## src/iopc_pkg.sv

```systemverilog
package iopc_pkg;
  // register byte offsets, one aligned word each
  localparam logic [7:0] ADDR_PA_DATA   = 8'h00;
  localparam logic [7:0] ADDR_PB_DATA   = 8'h04;
  localparam logic [7:0] ADDR_PA_DIR    = 8'h08;
  localparam logic [7:0] ADDR_PB_DIR    = 8'h0c;
  localparam logic [7:0] ADDR_PA_PH     = 8'h10;
  localparam logic [7:0] ADDR_PB_PH     = 8'h14;
  localparam logic [7:0] ADDR_PL        = 8'h18;
  localparam logic [7:0] ADDR_PWR       = 8'h1c;
  localparam logic [7:0] ADDR_PB_OD     = 8'h20;
  localparam logic [7:0] ADDR_PA_WAKE   = 8'h24;
  localparam logic [7:0] ADDR_PB_WAKE   = 8'h28;
  localparam logic [7:0] ADDR_IFLAG     = 8'h2c;
  localparam logic [7:0] ADDR_IEN       = 8'h30;
  localparam logic [7:0] ADDR_PWR1      = 8'h34;
  localparam logic [7:0] ADDR_EDGE      = 8'h38;
  localparam logic [7:0] ADDR_IR        = 8'h3c;
  localparam logic [7:0] ADDR_PERIPH    = 8'h40;
  localparam logic [7:0] ADDR_CFG       = 8'h44;
  // field positions
  localparam int BIT_PA5_PH   = 4;
  localparam int BIT_LVL_FLAG = 1;
  localparam int BIT_GIE      = 7;
  localparam int BIT_EXT_IRQ0_SELECT     = 4;
  localparam int BIT_EXT_IRQ1_SELECT     = 5;
  localparam int BIT_IR_CARRIER_EN     = 0;
  // peripheral-select register fields
  localparam int BIT_T0_SRC   = 0;
  localparam int BIT_T0_LCK   = 1;
  localparam int BIT_T1_SRC   = 2;
  localparam int BIT_T2_SRC   = 3;
  localparam int BIT_T3_SRC   = 4;
  localparam int BIT_CMP_OE   = 5;
  localparam int BIT_PWM1_OE  = 6;
  localparam int BIT_BZ1_EN   = 7;
  localparam int BIT_PWM2_OE  = 8;
  localparam int BIT_BZ2_EN   = 9;
  // configuration word fields
  localparam int BIT_RST_PIN  = 0;
  localparam int BIT_XTAL     = 1;
  localparam int BIT_CLKOUT   = 2;
  localparam int BIT_IR_LARGE = 3;
  localparam int BIT_SINK     = 4;
  localparam int BIT_CSC      = 5;
  localparam int BIT_SMALLSNK = 6;
  localparam int BIT_DRIVE    = 7;
  // reset values
  localparam logic [7:0] RST_ZERO  = 8'h00;
  localparam logic [7:0] RST_DIR   = 8'hff;
  localparam logic [9:0] RST_PERIPH = 10'h000;
  localparam logic [7:0] RST_CFG   = 8'h00;
  // sink strength codes
  typedef enum logic [1:0] {
    IOPC_SINK_SMALL  = 2'b00,
    IOPC_SINK_NORMAL = 2'b01,
    IOPC_SINK_LARGE  = 2'b10,
    IOPC_SINK_CONST  = 2'b11
  } iopc_sink_t;
endpackage

```

## src/iopc_top.sv

```systemverilog
`timescale 1ns/1ps
module iopc_top (
  // bus
  input  wire logic        hclk,
  input  wire logic        hresetn,
  input  wire logic        hsel,
  input  wire logic [31:0] haddr,
  input  wire logic [1:0]  htrans,
  input  wire logic        hwrite,
  input  wire logic [2:0]  hsize,
  input  wire logic [31:0] hwdata,
  input  wire logic        hready,
  output logic      [31:0] hrdata,
  output logic             hreadyout,
  output logic             hresp,
  // port A pads
  input  wire logic [7:0]  pa_in,
  output logic      [7:0]  pa_out,
  output logic      [7:0]  pa_oe_n,
  output logic      [7:0]  pa_pullhigh,
  output logic      [7:0]  pa_pulllow,
  // port B pads
  input  wire logic [5:0]  pb_in,
  output logic      [5:0]  pb_out,
  output logic      [5:0]  pb_oe_n,
  output logic      [5:0]  pb_pullhigh,
  output logic      [5:0]  pb_pulllow,
  // peripheral signals
  input  wire logic        ir_carrier,
  input  wire logic        instr_clk,
  input  wire logic        cmp_out,
  input  wire logic        pwm_one,
  input  wire logic        buzzer_one,
  input  wire logic        pwm_two,
  input  wire logic        buzzer_two,
  // to core
  output logic             level_change_irq,
  output logic             ext_irq0,
  output logic             ext_irq1,
  output logic             ext_timer_clk_a,
  output logic             ext_timer_clk_b,
  output logic             pin_reset_n,
  output logic             xtal_mode,
  output logic      [1:0]  sink_mode,
  output logic             drive_large
);
  import iopc_pkg::*;

  // ----------------------------------------------------------
  // register state
  // ----------------------------------------------------------
  logic [7:0] port_a_data, port_a_direction, port_a_pullhigh_ctl;
  logic [5:0] port_b_data, port_b_direction, port_b_pullhigh_ctl;
  logic [7:0] shared_pulllow_ctl, power_ctl_reg, port_a_wake_select;
  logic [5:0] port_b_opendrain_ctl, port_b_wake_select;
  logic [7:0] interrupt_flag_reg, interrupt_enable_reg, power_ctl1_reg;
  logic [7:0] edge_select_reg, ir_ctl_reg, cfg_word;
  logic [9:0] periph_sel;

  // ----------------------------------------------------------
  // bus slave: zero wait from the first edge after reset, always OKAY
  // ----------------------------------------------------------
  logic       wr_pend;
  logic [7:0] wr_addr;
  wire        take = hsel & hready & htrans[1];

  // address phase capture for writes
  always_ff @(posedge hclk or negedge hresetn) begin
    if (!hresetn) begin
      wr_pend <= 1'b0;
      wr_addr <= RST_ZERO;
    end else begin
      wr_pend <= take & hwrite;
      wr_addr <= haddr[7:0];
    end
  end

  // fixed answer signals
  always_ff @(posedge hclk or negedge hresetn) begin
    if (!hresetn) begin
      hreadyout <= 1'b0;
      hresp     <= 1'b0;
    end else begin
      hreadyout <= 1'b1;
      hresp     <= 1'b0;
    end
  end

  // ----------------------------------------------------------
  // pin synchronisers
  // ----------------------------------------------------------
  logic [13:0] pin_meta, pin_sync, pin_prev;
  always_ff @(posedge hclk or negedge hresetn) begin
    if (!hresetn) begin
      pin_meta <= 14'h0000;
      pin_sync <= 14'h0000;
      pin_prev <= 14'h0000;
    end else begin
      pin_meta <= {pb_in, pa_in};
      pin_sync <= pin_meta;
      pin_prev <= pin_sync;
    end
  end

  // read data mux; unmapped addresses read zero
  logic [31:0] rd_word;
  always_comb begin
    rd_word = 32'h0000_0000;
    unique case (haddr[7:0])
      ADDR_PA_DATA: rd_word[7:0] = pin_sync[7:0];
      ADDR_PB_DATA: rd_word[5:0] = pin_sync[13:8];
      ADDR_PA_DIR:  rd_word[7:0] = port_a_direction;
      ADDR_PB_DIR:  rd_word[5:0] = port_b_direction;
      ADDR_PA_PH:   rd_word[7:0] = port_a_pullhigh_ctl;
      ADDR_PB_PH:   rd_word[5:0] = port_b_pullhigh_ctl;
      ADDR_PL:      rd_word[7:0] = shared_pulllow_ctl;
      ADDR_PWR:     rd_word[7:0] = power_ctl_reg;
      ADDR_PB_OD:   rd_word[5:0] = port_b_opendrain_ctl;
      ADDR_PA_WAKE: rd_word[7:0] = port_a_wake_select;
      ADDR_PB_WAKE: rd_word[5:0] = port_b_wake_select;
      ADDR_IFLAG:   rd_word[7:0] = interrupt_flag_reg;
      ADDR_IEN:     rd_word[7:0] = interrupt_enable_reg;
      ADDR_PWR1:    rd_word[7:0] = power_ctl1_reg;
      ADDR_EDGE:    rd_word[7:0] = edge_select_reg;
      ADDR_IR:      rd_word[7:0] = ir_ctl_reg;
      ADDR_PERIPH:  rd_word[9:0] = periph_sel;
      ADDR_CFG:     rd_word[7:0] = cfg_word;
      default:      rd_word = 32'h0000_0000;
    endcase
  end

  // read data registered at address phase
  always_ff @(posedge hclk or negedge hresetn) begin
    if (!hresetn) hrdata <= 32'h0000_0000;
    else if (take && !hwrite) hrdata <= rd_word;
  end

  // ----------------------------------------------------------
  // control registers
  // ----------------------------------------------------------
  function automatic logic hit(input logic [7:0] a);
    hit = wr_pend && (wr_addr == a);
  endfunction

  always_ff @(posedge hclk or negedge hresetn) begin
    if (!hresetn) begin
      port_a_data          <= RST_ZERO;
      port_b_data          <= RST_ZERO[5:0];
      port_a_direction     <= RST_DIR;
      port_b_direction     <= RST_DIR[5:0];
      port_a_pullhigh_ctl  <= RST_ZERO;
      port_b_pullhigh_ctl  <= RST_ZERO[5:0];
      shared_pulllow_ctl   <= RST_ZERO;
      power_ctl_reg        <= RST_ZERO;
      port_b_opendrain_ctl <= RST_ZERO[5:0];
      port_a_wake_select   <= RST_ZERO;
      port_b_wake_select   <= RST_ZERO[5:0];
      interrupt_enable_reg <= RST_ZERO;
      power_ctl1_reg       <= RST_ZERO;
      edge_select_reg      <= RST_ZERO;
      ir_ctl_reg           <= RST_ZERO;
      periph_sel           <= RST_PERIPH;
      cfg_word             <= RST_CFG;
    end else begin
      if (hit(ADDR_PA_DATA)) port_a_data <= hwdata[7:0];
      if (hit(ADDR_PB_DATA)) port_b_data <= hwdata[5:0];
      if (hit(ADDR_PA_DIR))  port_a_direction <= hwdata[7:0];
      if (hit(ADDR_PB_DIR))  port_b_direction <= hwdata[5:0];
      if (hit(ADDR_PA_PH))   port_a_pullhigh_ctl <= hwdata[7:0];
      if (hit(ADDR_PB_PH))   port_b_pullhigh_ctl <= hwdata[5:0];
      if (hit(ADDR_PL))      shared_pulllow_ctl <= hwdata[7:0];
      if (hit(ADDR_PWR))     power_ctl_reg <= hwdata[7:0];
      if (hit(ADDR_PB_OD))   port_b_opendrain_ctl <= hwdata[5:0];
      if (hit(ADDR_PA_WAKE)) port_a_wake_select <= hwdata[7:0];
      if (hit(ADDR_PB_WAKE)) port_b_wake_select <= hwdata[5:0];
      if (hit(ADDR_IEN))     interrupt_enable_reg <= hwdata[7:0];
      if (hit(ADDR_PWR1))    power_ctl1_reg <= hwdata[7:0];
      if (hit(ADDR_EDGE))    edge_select_reg <= hwdata[7:0];
      if (hit(ADDR_IR))      ir_ctl_reg <= hwdata[7:0];
      if (hit(ADDR_PERIPH))  periph_sel <= hwdata[9:0];
      if (hit(ADDR_CFG))     cfg_word <= hwdata[7:0];
    end
  end

  // ----------------------------------------------------------
  // level change detection
  // ----------------------------------------------------------
  logic [13:0] wake_mask;
  logic        any_change;
  always_comb begin
    wake_mask = {port_b_wake_select, port_a_wake_select};
    if (edge_select_reg[BIT_EXT_IRQ0_SELECT]) wake_mask[8] = 1'b0;
    if (edge_select_reg[BIT_EXT_IRQ1_SELECT]) wake_mask[9] = 1'b0;
    any_change = |((pin_sync ^ pin_prev) & wake_mask);
  end

  // flag register: set wins over software clear
  always_ff @(posedge hclk or negedge hresetn) begin
    if (!hresetn) interrupt_flag_reg <= RST_ZERO;
    else begin
      if (hit(ADDR_IFLAG)) interrupt_flag_reg <= hwdata[7:0];
      if (any_change) interrupt_flag_reg[BIT_LVL_FLAG] <= 1'b1;
    end
  end

  // ----------------------------------------------------------
  // pin outputs
  // ----------------------------------------------------------
  logic [7:0] next_pa_out, next_pa_oe_n, next_pa_ph, next_pa_pl;
  logic [5:0] next_pb_out, next_pb_oe_n, next_pb_ph, next_pb_pl;
  logic       xtal_on, clkout_on;
  always_comb begin
    xtal_on   = cfg_word[BIT_XTAL];
    clkout_on = cfg_word[BIT_CLKOUT] & ~xtal_on;
    next_pa_out = port_a_data;
    next_pb_out = port_b_data;
    next_pa_oe_n = port_a_direction;
    next_pb_oe_n = port_b_direction;
    if (periph_sel[BIT_CMP_OE])       next_pb_out[3] = cmp_out;
    else if (periph_sel[BIT_PWM1_OE]) next_pb_out[3] = pwm_one;
    else if (periph_sel[BIT_BZ1_EN])  next_pb_out[3] = buzzer_one;
    if (periph_sel[BIT_PWM2_OE])      next_pb_out[2] = pwm_two;
    else if (periph_sel[BIT_BZ2_EN])  next_pb_out[2] = buzzer_two;
    if (ir_ctl_reg[BIT_IR_CARRIER_EN]) begin
      if (cfg_word[BIT_IR_LARGE]) begin
        next_pa_out[3]  = ir_carrier;
        next_pa_oe_n[3] = 1'b0;
      end else begin
        next_pb_out[1]  = ir_carrier;
        next_pb_oe_n[1] = 1'b0;
      end
    end
    for (int i = 0; i < 6; i++) begin
      if (port_b_opendrain_ctl[i] && next_pb_out[i])
        next_pb_oe_n[i] = 1'b1;
    end
    if (next_pa_out[5]) next_pa_oe_n[5] = 1'b1;
    if (cfg_word[BIT_RST_PIN]) next_pa_oe_n[5] = 1'b1;
    if (clkout_on) begin
      next_pa_out[7]  = instr_clk;
      next_pa_oe_n[7] = 1'b0;
    end
    if (xtal_on) begin
      next_pa_out[7:6]  = 2'b00;
      next_pa_oe_n[7:6] = 2'b11;
    end
    next_pa_ph    = port_a_pullhigh_ctl;
    next_pa_ph[5] = power_ctl_reg[BIT_PA5_PH];
    next_pb_ph    = port_b_pullhigh_ctl;
    next_pa_pl    = {2'b00, port_a_pullhigh_ctl[5], 1'b0,
                     shared_pulllow_ctl[3:0]};
    next_pb_pl    = {2'b00, shared_pulllow_ctl[7:4]};
    next_pa_ph = next_pa_ph & next_pa_oe_n;
    next_pa_pl = next_pa_pl & next_pa_oe_n;
    next_pb_ph = next_pb_ph & next_pb_oe_n;
    next_pb_pl = next_pb_pl & next_pb_oe_n;
    if (xtal_on) begin
      next_pa_ph[7:6] = 2'b00;
    end
  end

  // registered pad drive
  always_ff @(posedge hclk or negedge hresetn) begin
    if (!hresetn) begin
      pa_out      <= RST_ZERO;
      pa_oe_n     <= RST_DIR;
      pa_pullhigh <= RST_ZERO;
      pa_pulllow  <= RST_ZERO;
      pb_out      <= RST_ZERO[5:0];
      pb_oe_n     <= RST_DIR[5:0];
      pb_pullhigh <= RST_ZERO[5:0];
      pb_pulllow  <= RST_ZERO[5:0];
    end else begin
      pa_out      <= next_pa_out;
      pa_oe_n     <= next_pa_oe_n;
      pa_pullhigh <= next_pa_ph;
      pa_pulllow  <= next_pa_pl;
      pb_out      <= next_pb_out;
      pb_oe_n     <= next_pb_oe_n;
      pb_pullhigh <= next_pb_ph;
      pb_pulllow  <= next_pb_pl;
    end
  end

  // ----------------------------------------------------------
  // core-facing outputs
  // ----------------------------------------------------------
  iopc_sink_t next_sink;
  always_comb begin
    if (!cfg_word[BIT_SMALLSNK])  next_sink = IOPC_SINK_SMALL;
    else if (!cfg_word[BIT_SINK]) next_sink = IOPC_SINK_NORMAL;
    else if (!cfg_word[BIT_CSC])  next_sink = IOPC_SINK_LARGE;
    else                          next_sink = IOPC_SINK_CONST;
  end

  // registered interrupt, clock and mode outputs
  always_ff @(posedge hclk or negedge hresetn) begin
    if (!hresetn) begin
      level_change_irq <= 1'b0;
      ext_irq0         <= 1'b0;
      ext_irq1         <= 1'b0;
      ext_timer_clk_a  <= 1'b0;
      ext_timer_clk_b  <= 1'b0;
      pin_reset_n      <= 1'b1;
      xtal_mode        <= 1'b0;
      sink_mode        <= IOPC_SINK_SMALL;
      drive_large      <= 1'b0;
    end else begin
      level_change_irq <= interrupt_flag_reg[BIT_LVL_FLAG]
                        & interrupt_enable_reg[BIT_LVL_FLAG]
                        & power_ctl1_reg[BIT_GIE];
      ext_irq0 <= edge_select_reg[BIT_EXT_IRQ0_SELECT] & pin_sync[8];
      ext_irq1 <= edge_select_reg[BIT_EXT_IRQ1_SELECT] & pin_sync[9];
      ext_timer_clk_a <= ((periph_sel[BIT_T0_SRC]
                          & ~periph_sel[BIT_T0_LCK])
                          | periph_sel[BIT_T1_SRC]) & pin_sync[4];
      ext_timer_clk_b <= (periph_sel[BIT_T2_SRC]
                          | periph_sel[BIT_T3_SRC]) & pin_sync[1];
      pin_reset_n <= ~(cfg_word[BIT_RST_PIN] & ~pin_sync[5]);
      xtal_mode   <= cfg_word[BIT_XTAL];
      sink_mode   <= next_sink;
      drive_large <= cfg_word[BIT_DRIVE];
    end
  end
endmodule

```

## config.mk

```make
export PLATFORM = sky130hd
export DESIGN_NAME = iopc_top
export DESIGN_NICKNAME = d
export VERILOG_FILES = /design/src/iopc_pkg.sv /design/src/iopc_top.sv
export SDC_FILE = /design/constraint.sdc
export NUM_CORES = 1
export LEC_CHECK = 0
export BUFFER_PORTS_ARGS = -buffer_cell sky130_fd_sc_hd__buf_2
export CORE_MARGIN = 2
export CORE_UTILIZATION = 45
export DETAILED_ROUTE_END_ITERATION = 8
export GPL_ROUTABILITY_DRIVEN = 0
export GPL_TIMING_DRIVEN = 1
export PLACE_DENSITY = 0.69
export SLEW_MARGIN = 25
export SYNTH_ARGS = -nofsm -noshare
export SYNTH_HDL_FRONTEND = slang
export SYNTH_SLANG_ARGS = --single-unit
```

## constraint.sdc

```tcl
create_clock -name hclk -period 1.9 [get_ports hclk]
set_clock_uncertainty 0.05 [all_clocks]
set_input_delay 0.285 -clock hclk [delete_from_list [all_inputs] [get_ports hclk]]
set_output_delay 0.285 -clock hclk [all_outputs]
set_load 0.02 [all_outputs]
```

==> results of run 1 <==
[cells by family after synthesis]
group	count (synthesis)
flops	259
xor+xnor	14
other cells	2
buf+inv	70
simple gates	173
compound gates	100
mux	179
[layer usage]
metal / vias to the layer above / wire (um)
met2: 350 / 14100
li1: 3337 / -
met3: 66 / 2390
met5: - / 0
met4: 0 / 941
met1: 3851 / 12800
[layout make-up]
cell class | instances | area (sq um) | area share
Sequential cell | 259 | 6520 | 0.469
Clock buffer | 41 | 768 | 0.0552
Timing Repair Buffer | 269 | 1990 | 0.143
Clock inverter | 7 | 62.6 | 0.00450
Inverter | 7 | 26.3 | 0.00189
Multi-Input combinational cell | 495 | 4140 | 0.298
Tap cell | 319 | 399 | 0.0287
[stage by stage]
step / TNS [ns] / setup slack (ns)
after floorplan: 0 / 0.0109
after global placement: -1.51 / -0.162
after detailed placement: -2.25 / -0.198
after CTS: -0.0949 / -0.0202
after global routing: -2.14 / -0.0832
final: -0.320 / -0.0405
[Yosys cell counts (3+ instances only)]
library cell,number
nor4bb_1,3
nor2b_1,14
nor2_2,3
a2111oi_0,3
buf_2,11
clkbuf_1,21
and2_1,21
dfrtp_1,230
mux4_2,3
xor2_1,14
nor2_1,27
o32ai_1,4
nand3_1,15
a21oi_1,10
mux2_2,148
nand4_1,3
a21o_1,5
a22oi_1,17
a2bb2oi_1,5
inv_1,7
or3_1,4
mux2i_1,28
nand2_1,35
nor4_1,6
nor3_1,6
buf_4,29
o21ai_0,17
dfstp_2,29
o22ai_1,6
a22o_1,3
and3_1,5
a32oi_1,4
a211oi_1,9
nor3b_1,5
nand2b_1,5
[power groups by stage]
stage | Clock [uW] | Combinational, uW | Sequential (uW)
floorplan | 0 | 455 | 6010
global placement | 0 | 968 | 5980
detailed placement | 0 | 981 | 5980
CTS | 5090 | 1050 | 5890
global route | 5340 | 1150 | 5910
finish | 5020 | 1070 | 5890
[path summary, 6_finish.rpt]
path	end	slack, ns	cells past startpoint
max	cfg_word[0]$_DFFE_PN0P_	-0.04	6
min	wr_addr[1]$_DFF_PN0_	0.008	2
max reg2reg	cfg_word[0]$_DFFE_PN0P_	-0.04	6
min reg2reg	pin_sync[6]$_DFF_PN0_	0.30	0
max in group asynchronous	pa_oe_n[7]$_DFF_PN1_	0.80	3
min in group asynchronous	hreadyout$_DFF_PN0_	0.25	2
[repair_timing]
item	CTS	global route
endpoints found under the hold margin	76	0
pin swaps	3	10
hold buffers	25	0
buffers inserted	8	6
gates cloned	1	0
gates resized for setup	18	45
setup endpoints to repair	29	88
[worst register-to-register path, cell delays in order (launching register included)]
cell and delay (ns):
dfrtp_2 0.45, nor3_4 0.24, nand3_2 0.14, nor4bb_4 0.27, buf_4 0.19, buf_8 0.14
mux2_2 0.34
==> flow_summary.yaml, run 1 <==
synth:
  synthSimpleGateAreaFrac: 0.0921
  synth_edf_count: 0
  synth-seq-cells: 259
  synthTopCellsByArea: "dfrtp_1, mux2_2, dfstp_2"
  synth_top_family_by_area: "multiplexers"
  synthXorXnorAreaFrac: 0.0114
  yosys_warnings: 0
  ys_async_sr_fraction: 1.00
  synthFlopType: "dfrtp_1"
  synth-compound-area-share: 0.0664
  yosysUniqueCellTypes: 66
  synth_adder_area_share: 0
  ys_seq_area_frac: 0.606
  syn_inst: 797
  synth_top_area_cell: "dfrtp_1"
  synth_mux_area_frac: 0.187
  synth_top_area_share: 0.535
  netlist_area_sq_um: 10800
  syn_area_per_cell_sq_um: 13.5
sta:
  finalHoldViolCount: 0
  clock.fmax_ghz: 0.515
  slew_violations: 0
  min_period_ns: 1.94
  rsz0062_at_grt: "true"
  fin_crit_sh: 1.02
  tightest_slew_ns: 0.569
  worst_slack_ns: -0.0405
  slew_headroom: 0.621
  setup_viol: 13
  hold-worst-slack_ns: 0.00833
routing:
  vias_per_cell: 5.44
  drc: 0
  vias: 7604
  drt_iter0_markers: 677
  wl_per_cell_um: 21.6
  first_pass_iters: 5
  wl_mm: 30.2
  ant_nets: 0
clock_tree:
  clk_latency_ns: 0.54
  clkSinkCount: 259
  path_clk_slew_ns: 0.06
  root_buffer: "clkbuf_16"
  cts.path.max_buffers: 3
  numCtsBuffers: 26
  cts_tree: "built"
  htreeDepth: 1
worst_hold_path:
  min_path_type: "primary input to flop"
  hold_start: "haddr[1]"
layout:
  fillers: 1900
  num_antenna_cells: 0
  final_common_cell: "dfrtp_1"
  most-common-layout-cells: "dfrtp_1, mux2_2, buf_2"
  synthToLayoutAreaGrowth_pct: 29.3
  fin_cells: 1397
  drive_gt1_frac: 0.461
  final_area_sq_um: 13900
  final_util: 0.593
  layout.nets: 1153
  top_regs: "pin_meta (14), pin_prev (14), pin_sync (14)"
worst_setup_path:
  required_ns: 2.27
  arrival_ns: 2.31
  crit_buf_inv: 2
  path_max_fanout: 5
  critPathKind: "flop to flop"
  path_cells: "nor3_4 > nand3_2 > nor4bb_4 > buf_4 > buf_8 > mux2_2"
  cp-end-kind: "flop"
  cp_slowest_cell: "dfrtp_2"
  timing.rr.start: "wr_addr[0]$_DFF_PN0_"
  cpPeakStageDelay_ns: 0.45
  cp-start-kind: "flop"
  cp_top_family: "simple AND/OR/NAND/NOR gates"
  critical_path.startpoint: "wr_addr[0]$_DFF_PN0_"
power:
  comb_power_share: 0.089
  internal_power_uw: 9090
  seqPwrFrac: 0.492
  switching_share: 0.242
  power_density_nw_per_um2: 861
  peakVddDrop_uv: 566
  p_clk_frac: 0.419
  p_sw_uw: 2890
  power_uw: 12000
  power.leakage_uw: 0.00651
floorplan:
  ios: 195
  start_util: 0.458
  rows: 56
  core_region_area_sq_um: 23500
  die_h_um: 159
  die-area_sq_um: 25200
  die_w_um: 159
global_route:
  antenna_found_initial: 0
  grt_start_max_net_pins: 70
  grtUsageMet2: 0.379
  grtUsageMet1: 0.347
  busiest_layer: "met2"
  grt_use_total: 0.243
  grt_use_met3: 0.0414
  grt_pass1_vias: 7403
  grt_pass1_wl_mm: 45.3
  grt_overflow_total: 0
placed_design:
  placed_cell_area_sq_um: 12500
  port_buffers: 116
  placedCellCount: 1309
  dp_hpwl_mm: 21.5
outcome:
  outcome: "finished, violations left"
  violations: "setup timing"
flow_run:
  maxCapViolCount: 0
No activity file was read; power rests on OpenSTA's default activity.
==> run 2: changes to the inputs <==
CELL_PAD_IN_SITES_DETAIL_PLACEMENT = 1   (was unset)
CELL_PAD_IN_SITES_GLOBAL_PLACEMENT = 1   (was unset)
CORE_UTILIZATION = 41   (was 45)
PLACE_DENSITY = unset   (was 0.69)
PLACE_DENSITY_LB_ADDON = 0.1   (was unset)
==> flow_summary.yaml, run 2 (synthesis results as in run 1) <==
power:
  power_uw: 12800
  peakVddDrop_uv: 746
  switching_share: 0.242
  internal_power_uw: 9670
  comb_power_share: 0.083
  p_sw_uw: 3090
  seqPwrFrac: 0.462
  power.leakage_uw: 0.00650
  p_clk_frac: 0.455
  power_density_nw_per_um2: 920
routing:
  first_pass_iters: 5
  wl_per_cell_um: 23.9
  wl_mm: 33.4
  vias_per_cell: 5.37
  drt_iter0_markers: 579
  drc: 0
  ant_nets: 0
  vias: 7512
clock_tree:
  root_buffer: "clkbuf_16"
  clk_latency_ns: 0.55
  numCtsBuffers: 28
  path_clk_slew_ns: 0.07
  clkSinkCount: 259
  cts_tree: "built"
  htreeDepth: 1
  cts.path.max_buffers: 3
floorplan:
  start_util: 0.415
  core_region_area_sq_um: 25900
  ios: 195
  die_w_um: 166
  die_h_um: 166
  die-area_sq_um: 27600
  rows: 59
sta:
  fin_crit_sh: 1.04
  rsz0062_at_grt: "true"
  setup_viol: 18
  slew_headroom: 0.604
  worst_slack_ns: -0.0670
  slew_violations: 0
  clock.fmax_ghz: 0.508
  min_period_ns: 1.97
  tightest_slew_ns: 0.588
  hold-worst-slack_ns: 0.0184
  finalHoldViolCount: 0
worst_setup_path:
  crit_top_cell: "buf_6"
  crit_buf_inv: 3
  cp-start-kind: "flop"
  arrival_ns: 2.34
  path_max_fanout: 8
  cp_slowest_cell: "dfrtp_2"
  critPathKind: "flop to flop"
  required_ns: 2.27
  cp_top_family: "buffers and inverters"
  path_cells: "buf_6 > nor4_4 > buf_4 > nand4b_1 > buf_6 > mux2_2"
  cp-end-kind: "flop"
  cpPeakStageDelay_ns: 0.44
global_route:
  grt_pass1_vias: 8199
  antenna_found_initial: 2
  grt_pass1_wl_mm: 50.9
  grt_use_total: 0.242
  grt_overflow_total: 0
  grt_start_max_net_pins: 68
layout:
  final_common_cell: "dfrtp_1"
  final_util: 0.535
  fin_cells: 1400
  final_area_sq_um: 13900
  synthToLayoutAreaGrowth_pct: 28.9
  top_regs: "pin_meta (14), pin_prev (14), pin_sync (14)"
  drive_gt1_frac: 0.460
  most-common-layout-cells: "dfrtp_1, mux2_2, buf_2"
  layout.nets: 1138
placed_design:
  placed_cell_area_sq_um: 12400
  dp_hpwl_mm: 23.7
  placedCellCount: 1316
  port_buffers: 116
worst_hold_path:
  min_path_type: "primary input to flop"
outcome:
  violations: "setup timing"
  outcome: "finished, violations left"
flow_run:
  maxCapViolCount: 0
run 2: through the flow:
step	setup slack, ns	setup TNS [ns]
finish	-0.0670	-0.528
global route	-0.0928	-2.83
CTS	-0.0302	-0.105
detailed placement	-0.313	-4.04
global placement	-0.275	-2.32
floorplan	0.0109	0
run 2: worst paths after layout:
| kind | start | end | slack, ns | cells past startpoint |
|---|---|---|---|---|
| max | wr_addr[0]$_DFF_PN0_ | periph_sel[0]$_DFFE_PN0P_ | -0.07 | 6 |
| min | cmp_out | pb_out[3]$_DFF_PN0_ | 0.02 | 2 |
| max reg2reg | wr_addr[0]$_DFF_PN0_ | periph_sel[0]$_DFFE_PN0P_ | -0.07 | 6 |
| min reg2reg | pin_meta[1]$_DFF_PN0_ | pin_sync[1]$_DFF_PN0_ | 0.30 | 0 |
| max in group asynchronous | hresetn | pin_reset_n$_DFF_PN1_ | 0.88 | 3 |
| min in group asynchronous | hresetn | port_b_pullhigh_ctl[1]$_DFFE_PN0P_ | 0.20 | 2 |
run 2: what timing repair did:
| item | CTS | global route |
|---|---|---|
| hold buffers | 24 | 0 |
| setup endpoints to repair | 53 | 91 |
| pin swaps | 3 | 11 |
| setup buffers | 4 | 4 |
| resized for setup | 13 | 29 |
| endpoints found under the hold margin | 134 | 0 |
run 2: area by class of cell:
| class | instances | area (sq um) |
|---|---|---|
| clock inverters | 16 | 209 |
| multi-input cells | 495 | 4070 |
| clock buffers | 35 | 788 |
| diodes | 1 | 2.50 |
| fillers | 2657 | 12000 |
| well taps | 335 | 419 |
| repair buffers | 252 | 1830 |
| inverters | 7 | 26.3 |
| flip-flops and latches | 259 | 6520 |
run 2: power by group through the flow:
stage	Sequential (uW)	Combinational [uW]	Clock [uW]
finish	5900	1060	5810
global route	5920	1150	6170
CTS	5890	1050	5940
detailed placement	5990	998	0
global placement	5980	978	0
floorplan	6010	455	0
run 2: per-layer routing:
metal	GRT usage	share of wire
met3	0.0446	0.061
met2	0.386	0.47
met5	0	0
met4	0.0767	0.036
met1	0.339	0.44
